`config.mk`:
```
export PLATFORM = sky130hd
export DESIGN_NAME = scq_port_src_flat
export DESIGN_NICKNAME = d
export VERILOG_FILES = /design/src/hw/scq_pkg.sv /design/src/hw/scq_link_if.sv /design/src/hw/scq_port_src.sv /design/src/flat_wrapper.sv
export SDC_FILE = /design/constraint.sdc
export NUM_CORES = 1
export LEC_CHECK = 0
export ABC_CLOCK_PERIOD_IN_PS = 5850
export BUFFER_PORTS_ARGS = -buffer_cell sky130_fd_sc_hd__buf_4
export CELL_PAD_IN_SITES_DETAIL_PLACEMENT = 1
export CELL_PAD_IN_SITES_GLOBAL_PLACEMENT = 2
export CORE_AREA = 4 4 127 129
export DETAILED_ROUTE_END_ITERATION = 10
export DIE_AREA = 0 0 131 133
export GPL_TIMING_DRIVEN = 0
export PLACE_DENSITY = 0.83
export SLEW_MARGIN = 20
export SYNTH_ARGS = -nofsm -noshare
export SYNTH_HDL_FRONTEND = slang
export SYNTH_SLANG_ARGS = --single-unit
```
`constraint.sdc`:
```
create_clock -name clk_sys_i -period 5.85 [get_ports clk_sys_i]
set_clock_uncertainty 0.2 [all_clocks]
set_input_delay 1.17 -clock clk_sys_i [delete_from_list [all_inputs] [get_ports clk_sys_i]]
set_output_delay 1.17 -clock clk_sys_i [all_outputs]
set_load 0.005 [all_outputs]
```
`src/hw/scq_pkg.sv`:
```
// Purpose: Shared constants for the slotted QAM symbol port
// Assumes: 100 MHz system clock on both ends
// Notes: Widths, levels, slot limits, register map of the source end
package scq_pkg;
  // Link word and FIFO shape
  localparam int WORD_W = 10;
  localparam int HALF_W = 5;
  localparam int SAMP_W = 12;
  localparam int FIFO_DEPTH = 16;
  localparam int PTR_W = 4;
  localparam int CNT_W = 5;
  localparam logic [4:0] RDY_LEVEL = 5'h8;
  localparam logic [4:0] START_LEVEL = 5'h8;
  localparam logic [4:0] FULL_LEVEL = 5'h10;
  localparam logic [4:0] CNT_ONE = 5'h1;
  localparam logic [3:0] PTR_ONE = 4'h1;
  // Slot numbering
  localparam int SLOT_W = 8;
  localparam logic [7:0] SLOT_MUTE = 8'h00;
  localparam logic [7:0] SLOT_FIRST = 8'h01;
  localparam logic [7:0] SLOT_ONE = 8'h01;
  localparam logic [7:0] SLOT_MIN = 8'h10;
  localparam logic [7:0] SLOT_MAX = 8'hAC;
  localparam logic [1:0] SLOT_STEP_MASK = 2'h3;
  // Word width per mapping mode
  typedef enum logic [1:0] {
    MODE_QAM64 = 2'b00,
    MODE_QAM256 = 2'b01,
    MODE_BYPASS = 2'b10
  } scq_mode_e;
  localparam logic [9:0] MASK_QAM64 = 10'h03F;
  localparam logic [9:0] MASK_QAM256 = 10'h0FF;
  localparam logic [9:0] MASK_BYPASS = 10'h3FF;
  // Link timing seen by the source end
  localparam int SYS_PERIOD_NS = 10;
  localparam int LINK_PERIOD_NS = 160;
  localparam int LINK_HALF_CYC = LINK_PERIOD_NS / (2 * SYS_PERIOD_NS);
  localparam int LINK_QTR_CYC = LINK_HALF_CYC / 2;
  // Source end register map
  localparam int AXI_AW = 4;
  localparam logic [3:0] REG_CTRL = 4'h0;
  localparam logic [3:0] REG_TX = 4'h4;
  localparam logic [3:0] REG_STAT = 4'h8;
  localparam int CTRL_EN_BIT = 0;
  localparam int CTRL_CNT_LSB = 8;
  localparam int TX_SLOT_LSB = 16;
  localparam int STAT_PEND_BIT = 0;
  localparam int STAT_RDY_BIT = 1;
  localparam logic [1:0] RESP_OKAY = 2'h0;
  localparam logic [1:0] RESP_SLVERR = 2'h2;

  // Legal slot count: 16..172 in steps of four, else the minimum
  function automatic logic [7:0] slot_count_eff(input logic [7:0] req);
    if (req >= SLOT_MIN && req <= SLOT_MAX && (req[1:0] & SLOT_STEP_MASK) == 2'h0) begin
      return req;
    end
    return SLOT_MIN;
  endfunction

  // Slot after the current one, wrapping at the frame length
  function automatic logic [7:0] slot_after(input logic [7:0] cur, input logic [7:0] cnt);
    return (cur >= cnt) ? SLOT_FIRST : cur + SLOT_ONE;
  endfunction
endpackage

```
`src/hw/scq_link_if.sv`:
```
// Purpose: Link between symbol source and slotted port device
// Assumes: Source end makes the port clock
// Notes: Plain wires, no clocking block
`timescale 1ns/1ps
`default_nettype none
interface scq_link_if;
  logic port_clk;
  logic frame_start_pulse;
  logic [scq_pkg::WORD_W-1:0] data;
  logic valid;
  logic parity;
  logic ready;

  modport device (
    input port_clk, frame_start_pulse, data, valid, parity,
    output ready
  );
  modport source (
    output port_clk, frame_start_pulse, data, valid, parity,
    input ready
  );
endinterface
`default_nettype wire

```
`src/hw/scq_port_src.sv`:
```
// Purpose: Source end: makes the port clock, frames, sends one word per order
// Assumes: Software orders words over AXI4-Lite
// Notes: Data changes a quarter period before each port clock edge
//
// The AXI4-Lite interface to the registers and the placing of the registers are this design's own decisions.
`timescale 1ns/1ps
`default_nettype none
module scq_port_src (
  // Clock and reset
  input wire logic clk_sys_i,
  input wire logic rstn_i,
  // Link to the device
  scq_link_if.source lnk,
  // AXI4-Lite slave
  input wire logic [scq_pkg::AXI_AW-1:0] s_axi_awaddr,
  input wire logic s_axi_awvalid,
  output logic s_axi_awready,
  input wire logic [31:0] s_axi_wdata,
  input wire logic [3:0] s_axi_wstrb,
  input wire logic s_axi_wvalid,
  output logic s_axi_wready,
  output logic [1:0] s_axi_bresp,
  output logic s_axi_bvalid,
  input wire logic s_axi_bready,
  input wire logic [scq_pkg::AXI_AW-1:0] s_axi_araddr,
  input wire logic s_axi_arvalid,
  output logic s_axi_arready,
  output logic [31:0] s_axi_rdata,
  output logic [1:0] s_axi_rresp,
  output logic s_axi_rvalid,
  input wire logic s_axi_rready
);
  localparam logic [7:0] HALF_M1 = 8'(scq_pkg::LINK_HALF_CYC - 1);
  localparam logic [7:0] QTR_M1 = 8'(scq_pkg::LINK_QTR_CYC - 1);

  ////////////////////////////////////////////////////////////////
  // Ready synchroniser
  logic rdy_s1_reg, rdy_s2_reg;

  // First stage feeds only the second
  always_ff @(posedge clk_sys_i or negedge rstn_i) begin
    if (!rstn_i) begin
      rdy_s1_reg <= 1'b0;
      rdy_s2_reg <= 1'b0;
    end else begin
      rdy_s1_reg <= lnk.ready;
      rdy_s2_reg <= rdy_s1_reg;
    end
  end

  ////////////////////////////////////////////////////////////////
  // Registers, bus handshake and link sequencer
  logic [scq_pkg::AXI_AW-1:0] awa_reg, awa_next;
  logic [31:0] wd_reg, wd_next, rd_reg, rd_next;
  logic awg_reg, awg_next, wg_reg, wg_next, bv_reg, bv_next, rv_reg, rv_next;
  logic [1:0] br_reg, br_next, rr_reg, rr_next;
  logic en_reg, en_next, pend_reg, pend_next, seen_reg, seen_next;
  logic [7:0] cnt_cfg_reg, cnt_cfg_next, txs_reg, txs_next;
  logic [9:0] txw_reg, txw_next, dat_reg, dat_next;
  logic [7:0] div_reg, div_next, slot_reg, slot_next, last_reg, last_next;
  logic pclk_reg, pclk_next, fsp_reg, fsp_next, val_reg, val_next, par_reg, par_next;
  logic awr_reg, awr_next, wrd_reg, wrd_next, arr_reg, arr_next;
  logic send;

  // Next state
  always_comb begin
    awa_next = awa_reg;
    wd_next = wd_reg;
    rd_next = rd_reg;
    awg_next = awg_reg;
    wg_next = wg_reg;
    bv_next = bv_reg && !s_axi_bready;
    br_next = br_reg;
    rv_next = rv_reg && !s_axi_rready;
    rr_next = rr_reg;
    en_next = en_reg;
    pend_next = pend_reg;
    seen_next = seen_reg;
    cnt_cfg_next = cnt_cfg_reg;
    txs_next = txs_reg;
    txw_next = txw_reg;
    dat_next = dat_reg;
    div_next = (div_reg == HALF_M1) ? 8'h00 : div_reg + 8'h01;
    slot_next = slot_reg;
    last_next = last_reg;
    pclk_next = pclk_reg;
    fsp_next = fsp_reg;
    val_next = val_reg;
    par_next = par_reg;
    send = 1'b0;
    // Address and data taken in either order
    if (s_axi_awvalid && !awg_reg && !bv_reg) begin
      awg_next = 1'b1;
      awa_next = s_axi_awaddr;
    end
    if (s_axi_wvalid && !wg_reg && !bv_reg) begin
      wg_next = 1'b1;
      wd_next = s_axi_wdata;
    end
    if (awg_reg && wg_reg && !bv_reg) begin
      awg_next = 1'b0;
      wg_next = 1'b0;
      bv_next = 1'b1;
      br_next = scq_pkg::RESP_OKAY;
      if (awa_reg == scq_pkg::REG_CTRL) begin
        en_next = wd_reg[scq_pkg::CTRL_EN_BIT];
        cnt_cfg_next = wd_reg[scq_pkg::CTRL_CNT_LSB +: 8];
      end else if (awa_reg == scq_pkg::REG_TX) begin
        // An order while one is pending is dropped
        if (!pend_reg) begin
          pend_next = 1'b1;
          txw_next = wd_reg[scq_pkg::WORD_W-1:0];
          txs_next = wd_reg[scq_pkg::TX_SLOT_LSB +: 8];
        end
      end else if (awa_reg != scq_pkg::REG_STAT) begin
        br_next = scq_pkg::RESP_SLVERR;
      end
    end
    if (s_axi_arvalid && !rv_reg) begin
      rv_next = 1'b1;
      rr_next = scq_pkg::RESP_OKAY;
      rd_next = 32'h0000_0000;
      if (s_axi_araddr == scq_pkg::REG_CTRL) begin
        rd_next[scq_pkg::CTRL_EN_BIT] = en_reg;
        rd_next[scq_pkg::CTRL_CNT_LSB +: 8] = cnt_cfg_reg;
      end else if (s_axi_araddr == scq_pkg::REG_TX) begin
        rd_next[scq_pkg::WORD_W-1:0] = txw_reg;
        rd_next[scq_pkg::TX_SLOT_LSB +: 8] = txs_reg;
      end else if (s_axi_araddr == scq_pkg::REG_STAT) begin
        rd_next[scq_pkg::STAT_PEND_BIT] = pend_reg;
        rd_next[scq_pkg::STAT_RDY_BIT] = seen_reg;
      end else begin
        rr_next = scq_pkg::RESP_SLVERR;
      end
    end
    // Ready flags registered so the bus sees flip-flop outputs
    awr_next = !awg_next && !bv_next;
    wrd_next = !wg_next && !bv_next;
    arr_next = !rv_next;
    // Quarter period before an edge: set up that slot's pins
    if (div_reg == QTR_M1) begin
      send = en_reg && pend_reg && slot_reg == txs_reg && slot_reg != scq_pkg::SLOT_MUTE;
      val_next = send;
      fsp_next = en_reg && slot_reg == scq_pkg::SLOT_FIRST;
      if (send) begin
        pend_next = 1'b0;
        dat_next = txw_reg;
        par_next = ^txw_reg;
      end
    end
    // Port clock edge; ready of the previous slot is settled now
    if (div_reg == HALF_M1) begin
      pclk_next = ~pclk_reg;
      last_next = slot_reg;
      slot_next = scq_pkg::slot_after(slot_reg, scq_pkg::slot_count_eff(cnt_cfg_reg));
      if (last_reg == txs_reg) begin
        seen_next = rdy_s2_reg;
      end
    end
  end

  // Registers
  always_ff @(posedge clk_sys_i or negedge rstn_i) begin
    if (!rstn_i) begin
      awa_reg <= '0;
      wd_reg <= '0;
      rd_reg <= '0;
      awg_reg <= 1'b0;
      wg_reg <= 1'b0;
      bv_reg <= 1'b0;
      br_reg <= '0;
      rv_reg <= 1'b0;
      rr_reg <= '0;
      en_reg <= 1'b0;
      pend_reg <= 1'b0;
      seen_reg <= 1'b0;
      cnt_cfg_reg <= scq_pkg::SLOT_MIN;
      txs_reg <= scq_pkg::SLOT_MUTE;
      txw_reg <= '0;
      dat_reg <= '0;
      div_reg <= '0;
      slot_reg <= scq_pkg::SLOT_FIRST;
      last_reg <= scq_pkg::SLOT_MUTE;
      pclk_reg <= 1'b0;
      fsp_reg <= 1'b0;
      val_reg <= 1'b0;
      par_reg <= 1'b0;
      awr_reg <= 1'b1;
      wrd_reg <= 1'b1;
      arr_reg <= 1'b1;
    end else begin
      awa_reg <= awa_next;
      wd_reg <= wd_next;
      rd_reg <= rd_next;
      awg_reg <= awg_next;
      wg_reg <= wg_next;
      bv_reg <= bv_next;
      br_reg <= br_next;
      rv_reg <= rv_next;
      rr_reg <= rr_next;
      en_reg <= en_next;
      pend_reg <= pend_next;
      seen_reg <= seen_next;
      cnt_cfg_reg <= cnt_cfg_next;
      txs_reg <= txs_next;
      txw_reg <= txw_next;
      dat_reg <= dat_next;
      div_reg <= div_next;
      slot_reg <= slot_next;
      last_reg <= last_next;
      pclk_reg <= pclk_next;
      fsp_reg <= fsp_next;
      val_reg <= val_next;
      par_reg <= par_next;
      awr_reg <= awr_next;
      wrd_reg <= wrd_next;
      arr_reg <= arr_next;
    end
  end

  // Outputs from registers
  assign s_axi_awready = awr_reg;
  assign s_axi_wready = wrd_reg;
  assign s_axi_bvalid = bv_reg;
  assign s_axi_bresp = br_reg;
  assign s_axi_arready = arr_reg;
  assign s_axi_rvalid = rv_reg;
  assign s_axi_rdata = rd_reg;
  assign s_axi_rresp = rr_reg;
  assign lnk.port_clk = pclk_reg;
  assign lnk.frame_start_pulse = fsp_reg;
  assign lnk.data = dat_reg;
  assign lnk.valid = val_reg;
  assign lnk.parity = par_reg;
endmodule
`default_nettype wire

```
`src/flat_wrapper.sv`:
```
// flat-port wrapper written by rule: the top's interface ports become plain ports
module scq_port_src_flat 
  (clk_sys_i, rstn_i, s_axi_awaddr, s_axi_awvalid, s_axi_awready, s_axi_wdata, s_axi_wstrb, s_axi_wvalid, s_axi_wready, s_axi_bresp, s_axi_bvalid, s_axi_bready, s_axi_araddr, s_axi_arvalid, s_axi_arready, s_axi_rdata, s_axi_rresp, s_axi_rvalid, s_axi_rready, lnk_port_clk, lnk_frame_start_pulse, lnk_data, lnk_valid, lnk_parity, lnk_ready);
  scq_link_if lnk_i ();
  input wire logic clk_sys_i;
  input wire logic rstn_i;
  input wire logic [scq_pkg::AXI_AW-1:0] s_axi_awaddr;
  input wire logic s_axi_awvalid;
  output logic s_axi_awready;
  input wire logic [31:0] s_axi_wdata;
  input wire logic [3:0] s_axi_wstrb;
  input wire logic s_axi_wvalid;
  output logic s_axi_wready;
  output logic [1:0] s_axi_bresp;
  output logic s_axi_bvalid;
  input wire logic s_axi_bready;
  input wire logic [scq_pkg::AXI_AW-1:0] s_axi_araddr;
  input wire logic s_axi_arvalid;
  output logic s_axi_arready;
  output logic [31:0] s_axi_rdata;
  output logic [1:0] s_axi_rresp;
  output logic s_axi_rvalid;
  input wire logic s_axi_rready;
  output wire logic [$bits(lnk_i.port_clk)-1:0] lnk_port_clk;
  output wire logic [$bits(lnk_i.frame_start_pulse)-1:0] lnk_frame_start_pulse;
  output wire logic [$bits(lnk_i.data)-1:0] lnk_data;
  output wire logic [$bits(lnk_i.valid)-1:0] lnk_valid;
  output wire logic [$bits(lnk_i.parity)-1:0] lnk_parity;
  input wire logic [$bits(lnk_i.ready)-1:0] lnk_ready;
  assign lnk_port_clk = lnk_i.port_clk;
  assign lnk_frame_start_pulse = lnk_i.frame_start_pulse;
  assign lnk_data = lnk_i.data;
  assign lnk_valid = lnk_i.valid;
  assign lnk_parity = lnk_i.parity;
  assign lnk_i.ready = lnk_ready;
  scq_port_src u_core (.clk_sys_i(clk_sys_i), .rstn_i(rstn_i), .lnk(lnk_i), .s_axi_awaddr(s_axi_awaddr), .s_axi_awvalid(s_axi_awvalid), .s_axi_awready(s_axi_awready), .s_axi_wdata(s_axi_wdata), .s_axi_wstrb(s_axi_wstrb), .s_axi_wvalid(s_axi_wvalid), .s_axi_wready(s_axi_wready), .s_axi_bresp(s_axi_bresp), .s_axi_bvalid(s_axi_bvalid), .s_axi_bready(s_axi_bready), .s_axi_araddr(s_axi_araddr), .s_axi_arvalid(s_axi_arvalid), .s_axi_arready(s_axi_arready), .s_axi_rdata(s_axi_rdata), .s_axi_rresp(s_axi_rresp), .s_axi_rvalid(s_axi_rvalid), .s_axi_rready(s_axi_rready));
endmodule
```
==> qor.yml <==
clock_tree:
  clk_pin_slew_ns: 0.06
  cts_hold_buf: 0
  h-tree-depth: 4
  cts_buffers: 17
  cts_tree: "done"
  cts_num_sinks: 130
  cts-root-buf: "clkbuf_16"
  clockBufferDepth: 2
  postCtsSetupBuffers: 0
  cts_resized: 0
  clk_latency_ns: 0.41
global_routing:
  antenna_found_initial: 0
  grt_pass1_wl_mm: 22.8
  overflow: 0
  track_usage_pct: 16.9
  grt_max_degree: 97
  grt_pass1_vias: 4368
detailed_routing:
  wl_per_cell_um: 17.6
  ant_nets: 0
  drt_drc_violations_left: 0
  routed_wirelength_mm: 14.0
  dr.pass1.iters: 4
  dr_total_vias: 3998
  vias_per_cell: 5.05
  initialDrtViolationCount: 228
layout:
  drive_above_1_share_pct: 35.6
  n_antenna_cell: 0
  stdcell_area_um2: 7260
  utilization_pct: 48.3
  layout.nets: 654
  area_growth_pct: 26.5
logic_synthesis:
  synth_simple_gate_area_share_pct: 11.7
  synth_fa_ha_area_share_pct: 2.40
  synthCells: 478
  synthArstFlopShare_pct: 100
  synth-main-ff-cell: "dfrtp_1"
  synth_compound_area_share_pct: 6.67
  synth_xor_area_share_pct: 4.73
  synth_mux_area_share_pct: 14.2
  syn-mean-instance-area_um2: 12.0
  synth.top_cell.area_share_pct: 54.5
  ys_seq_elements: 130
  synth.cell_area_um2: 5740
  ys_seq_area_share_pct: 56.8
  synth.area.top_cells: "dfrtp_1 55%, mux2_2 12%, nand2_1 5.0%, xnor2_1 3.8%, o21ai_0 3.0%"
  yosys_warnings: 0
  synth_top_family_by_area: "multiplexers"
  synth_cell_type_count: 49
  synth_edf_count: 0
  synth_largest_area_cell: "dfrtp_1"
timing:
  slew_headroom_pct: 41.0
  post-route-min-period_ns: 3.43
  whs_ns: 0.157
  setup-tns-final_ns: 0
  hold_viol_final: 0
  slew_violations: 0
  worstMarginPinSlew_ns: 0.878
  finalSetupViolations: 0
  fin_crit_sh_pct: 58.6
  rsz0062_at_grt: "no"
  fmax_ghz: 0.292
critical_path:
  cp.required_ns: 5.99
  start_kind: "flip-flop"
  critical_path.max_fanout: 8
  crit_path_start: "u_core.cnt_cfg_reg[4]$_DFFE_PN1P_"
  r2r_start: "u_core.cnt_cfg_reg[4]$_DFFE_PN1P_"
  cp.arrival_ns: 3.57
  path_class: "reg -> reg"
  r2r_cells: 9
  setup.worst_path.end_class: "flip-flop"
floorplanning:
  die_x_um: 131
  core_um2: 15000
  die_height_um: 133
  die_area_um2: 17400
  rows: 45
  start_util_pct: 38.2
  io_pins: 107
pwr:
  combPwrFrac_pct: 24.8
  clkPwrFrac_pct: 31.7
  p_sw_uw: 984
  peakVddDrop_mv: 0.207
  sw_frac_of_total_pct: 30.2
  power_per_cell_area_nw_per_um2: 449
  p_int_uw: 2280
  p_leak_uw: 0.00346
  power_frac_seq_pct: 43.6
worst_hold_path:
  hold_path.startpoint: "u_core.rdy_s1_reg$_DFF_PN0_"
  hold_depth: 0
  worstHoldPathType: "reg -> reg"
placement:
  gp_congestion: 0.770
  place_area_um2: 6680
  hpwl_mm: 10.0
  port-buffer-count: 84
job:
  drv_cap: 0
outcome:
  status: "complete, no violations"
## cells by family after synthesis
kind of cell / after synthesis
buf+inv: 34
compound gates: 64
mux: 70
xor+xnor: 31
other cells: 2
simple gates: 136
flops: 130
fa+ha+maj: 11
## layout by cell type (no fill, tap or decap), drive strengths merged, types with 8 or more instances in the layout
cell type / synthesis / layout
dfrtp: 125 / 125
nor2b: 9 / 9
mux2: 67 / 67
o21ai: 35 / 35
clkbuf: 9 / 31
conb: 2 / 11
buf: 19 / 104
xnor2: 25 / 25
a21oi: 8 / 8
ha: 11 / 11
nand2: 76 / 76
nor2: 12 / 12
nand3: 8 / 8
## final cells by class
type,instances,area [um2]
Fill cell,1601,7770
Sequential cell,130,3260
Multi-Input combinational cell,323,2330
Timing Repair Buffer,85,666
Clock buffer,22,474
Tap cell,188,235
Buffer,28,169
Clock inverter,10,106
Inverter,6,22.5
## final timing paths
kind / end / slack [ns]
max: u_core.slot_reg[3]$_DFFE_PN0N_ / 2.42
min: u_core.rdy_s2_reg$_DFF_PN0_ / 0.16
max reg2reg: u_core.slot_reg[3]$_DFFE_PN0N_ / 2.42
min reg2reg: u_core.rdy_s2_reg$_DFF_PN0_ / 0.16
max in group asynchronous: u_core.s_axi_awready$_DFF_PN1_ / 4.25
min in group asynchronous: u_core.cnt_cfg_reg[5]$_DFFE_PN0P_ / 0.42
## power by group through the flow
stage / Clock, uW / Sequential, uW / Combinational, uW
CTS: 1060 / 1420 / 821
floorplan: 0 / 1350 / 603
finish: 1030 / 1420 / 808
detailed placement: 0 / 1440 / 806
global placement: 0 / 1420 / 771
global route: 1100 / 1460 / 905
## critical path, stage by stage, from the launching register on
cell	delay, ns
dfstp_2	0.58
nor4_1	0.07
a2111oi_1	0.76
nand2_1	0.18
ha_1	0.34
a21o_1	0.16
a21o_1	0.17
a211o_1	0.40
nor2_1	0.29
a22o_1	0.20
## routing by layer
layer	wire length, um	share of wire, %	GRT usage [%]	vias to the layer above
met1	6090	44	21.4	2046
met2	7140	51	28.2	78
li1	-	-	-	1854
met3	509	3.6	3.55	20
met4	239	1.7	6.29	0
met5	0	0	0	-
## cell usage after synthesis (3+ instances only)
cell	n
dfstp_2	5
nand4_1	5
xor2_1	6
buf_2	6
mux2i_1	3
ha_1	11
dfrtp_1	125
and3_1	5
nor2b_1	9
clkbuf_1	9
o21ai_0	34
a21oi_1	8
buf_4	12
nor3_1	5
inv_1	6
mux2_4	8
nand2_1	76
xnor2_1	25
mux2_2	59
nor2_1	12
nand3_1	7
a22o_1	6
nor4_1	3
a21o_1	5
## per-stage QoR
stage	setup WS [ns]	power (uW)	std cells
2_1_floorplan	2.79	1950	487
3_3_place_gp	2.41	2190	759
3_5_place_dp	2.30	2240	760
4_1_cts	2.25	3300	792
5_1_grt	2.21	3460	792
6_report	2.42	3260	792
Power figures use the tool's default switching activity.
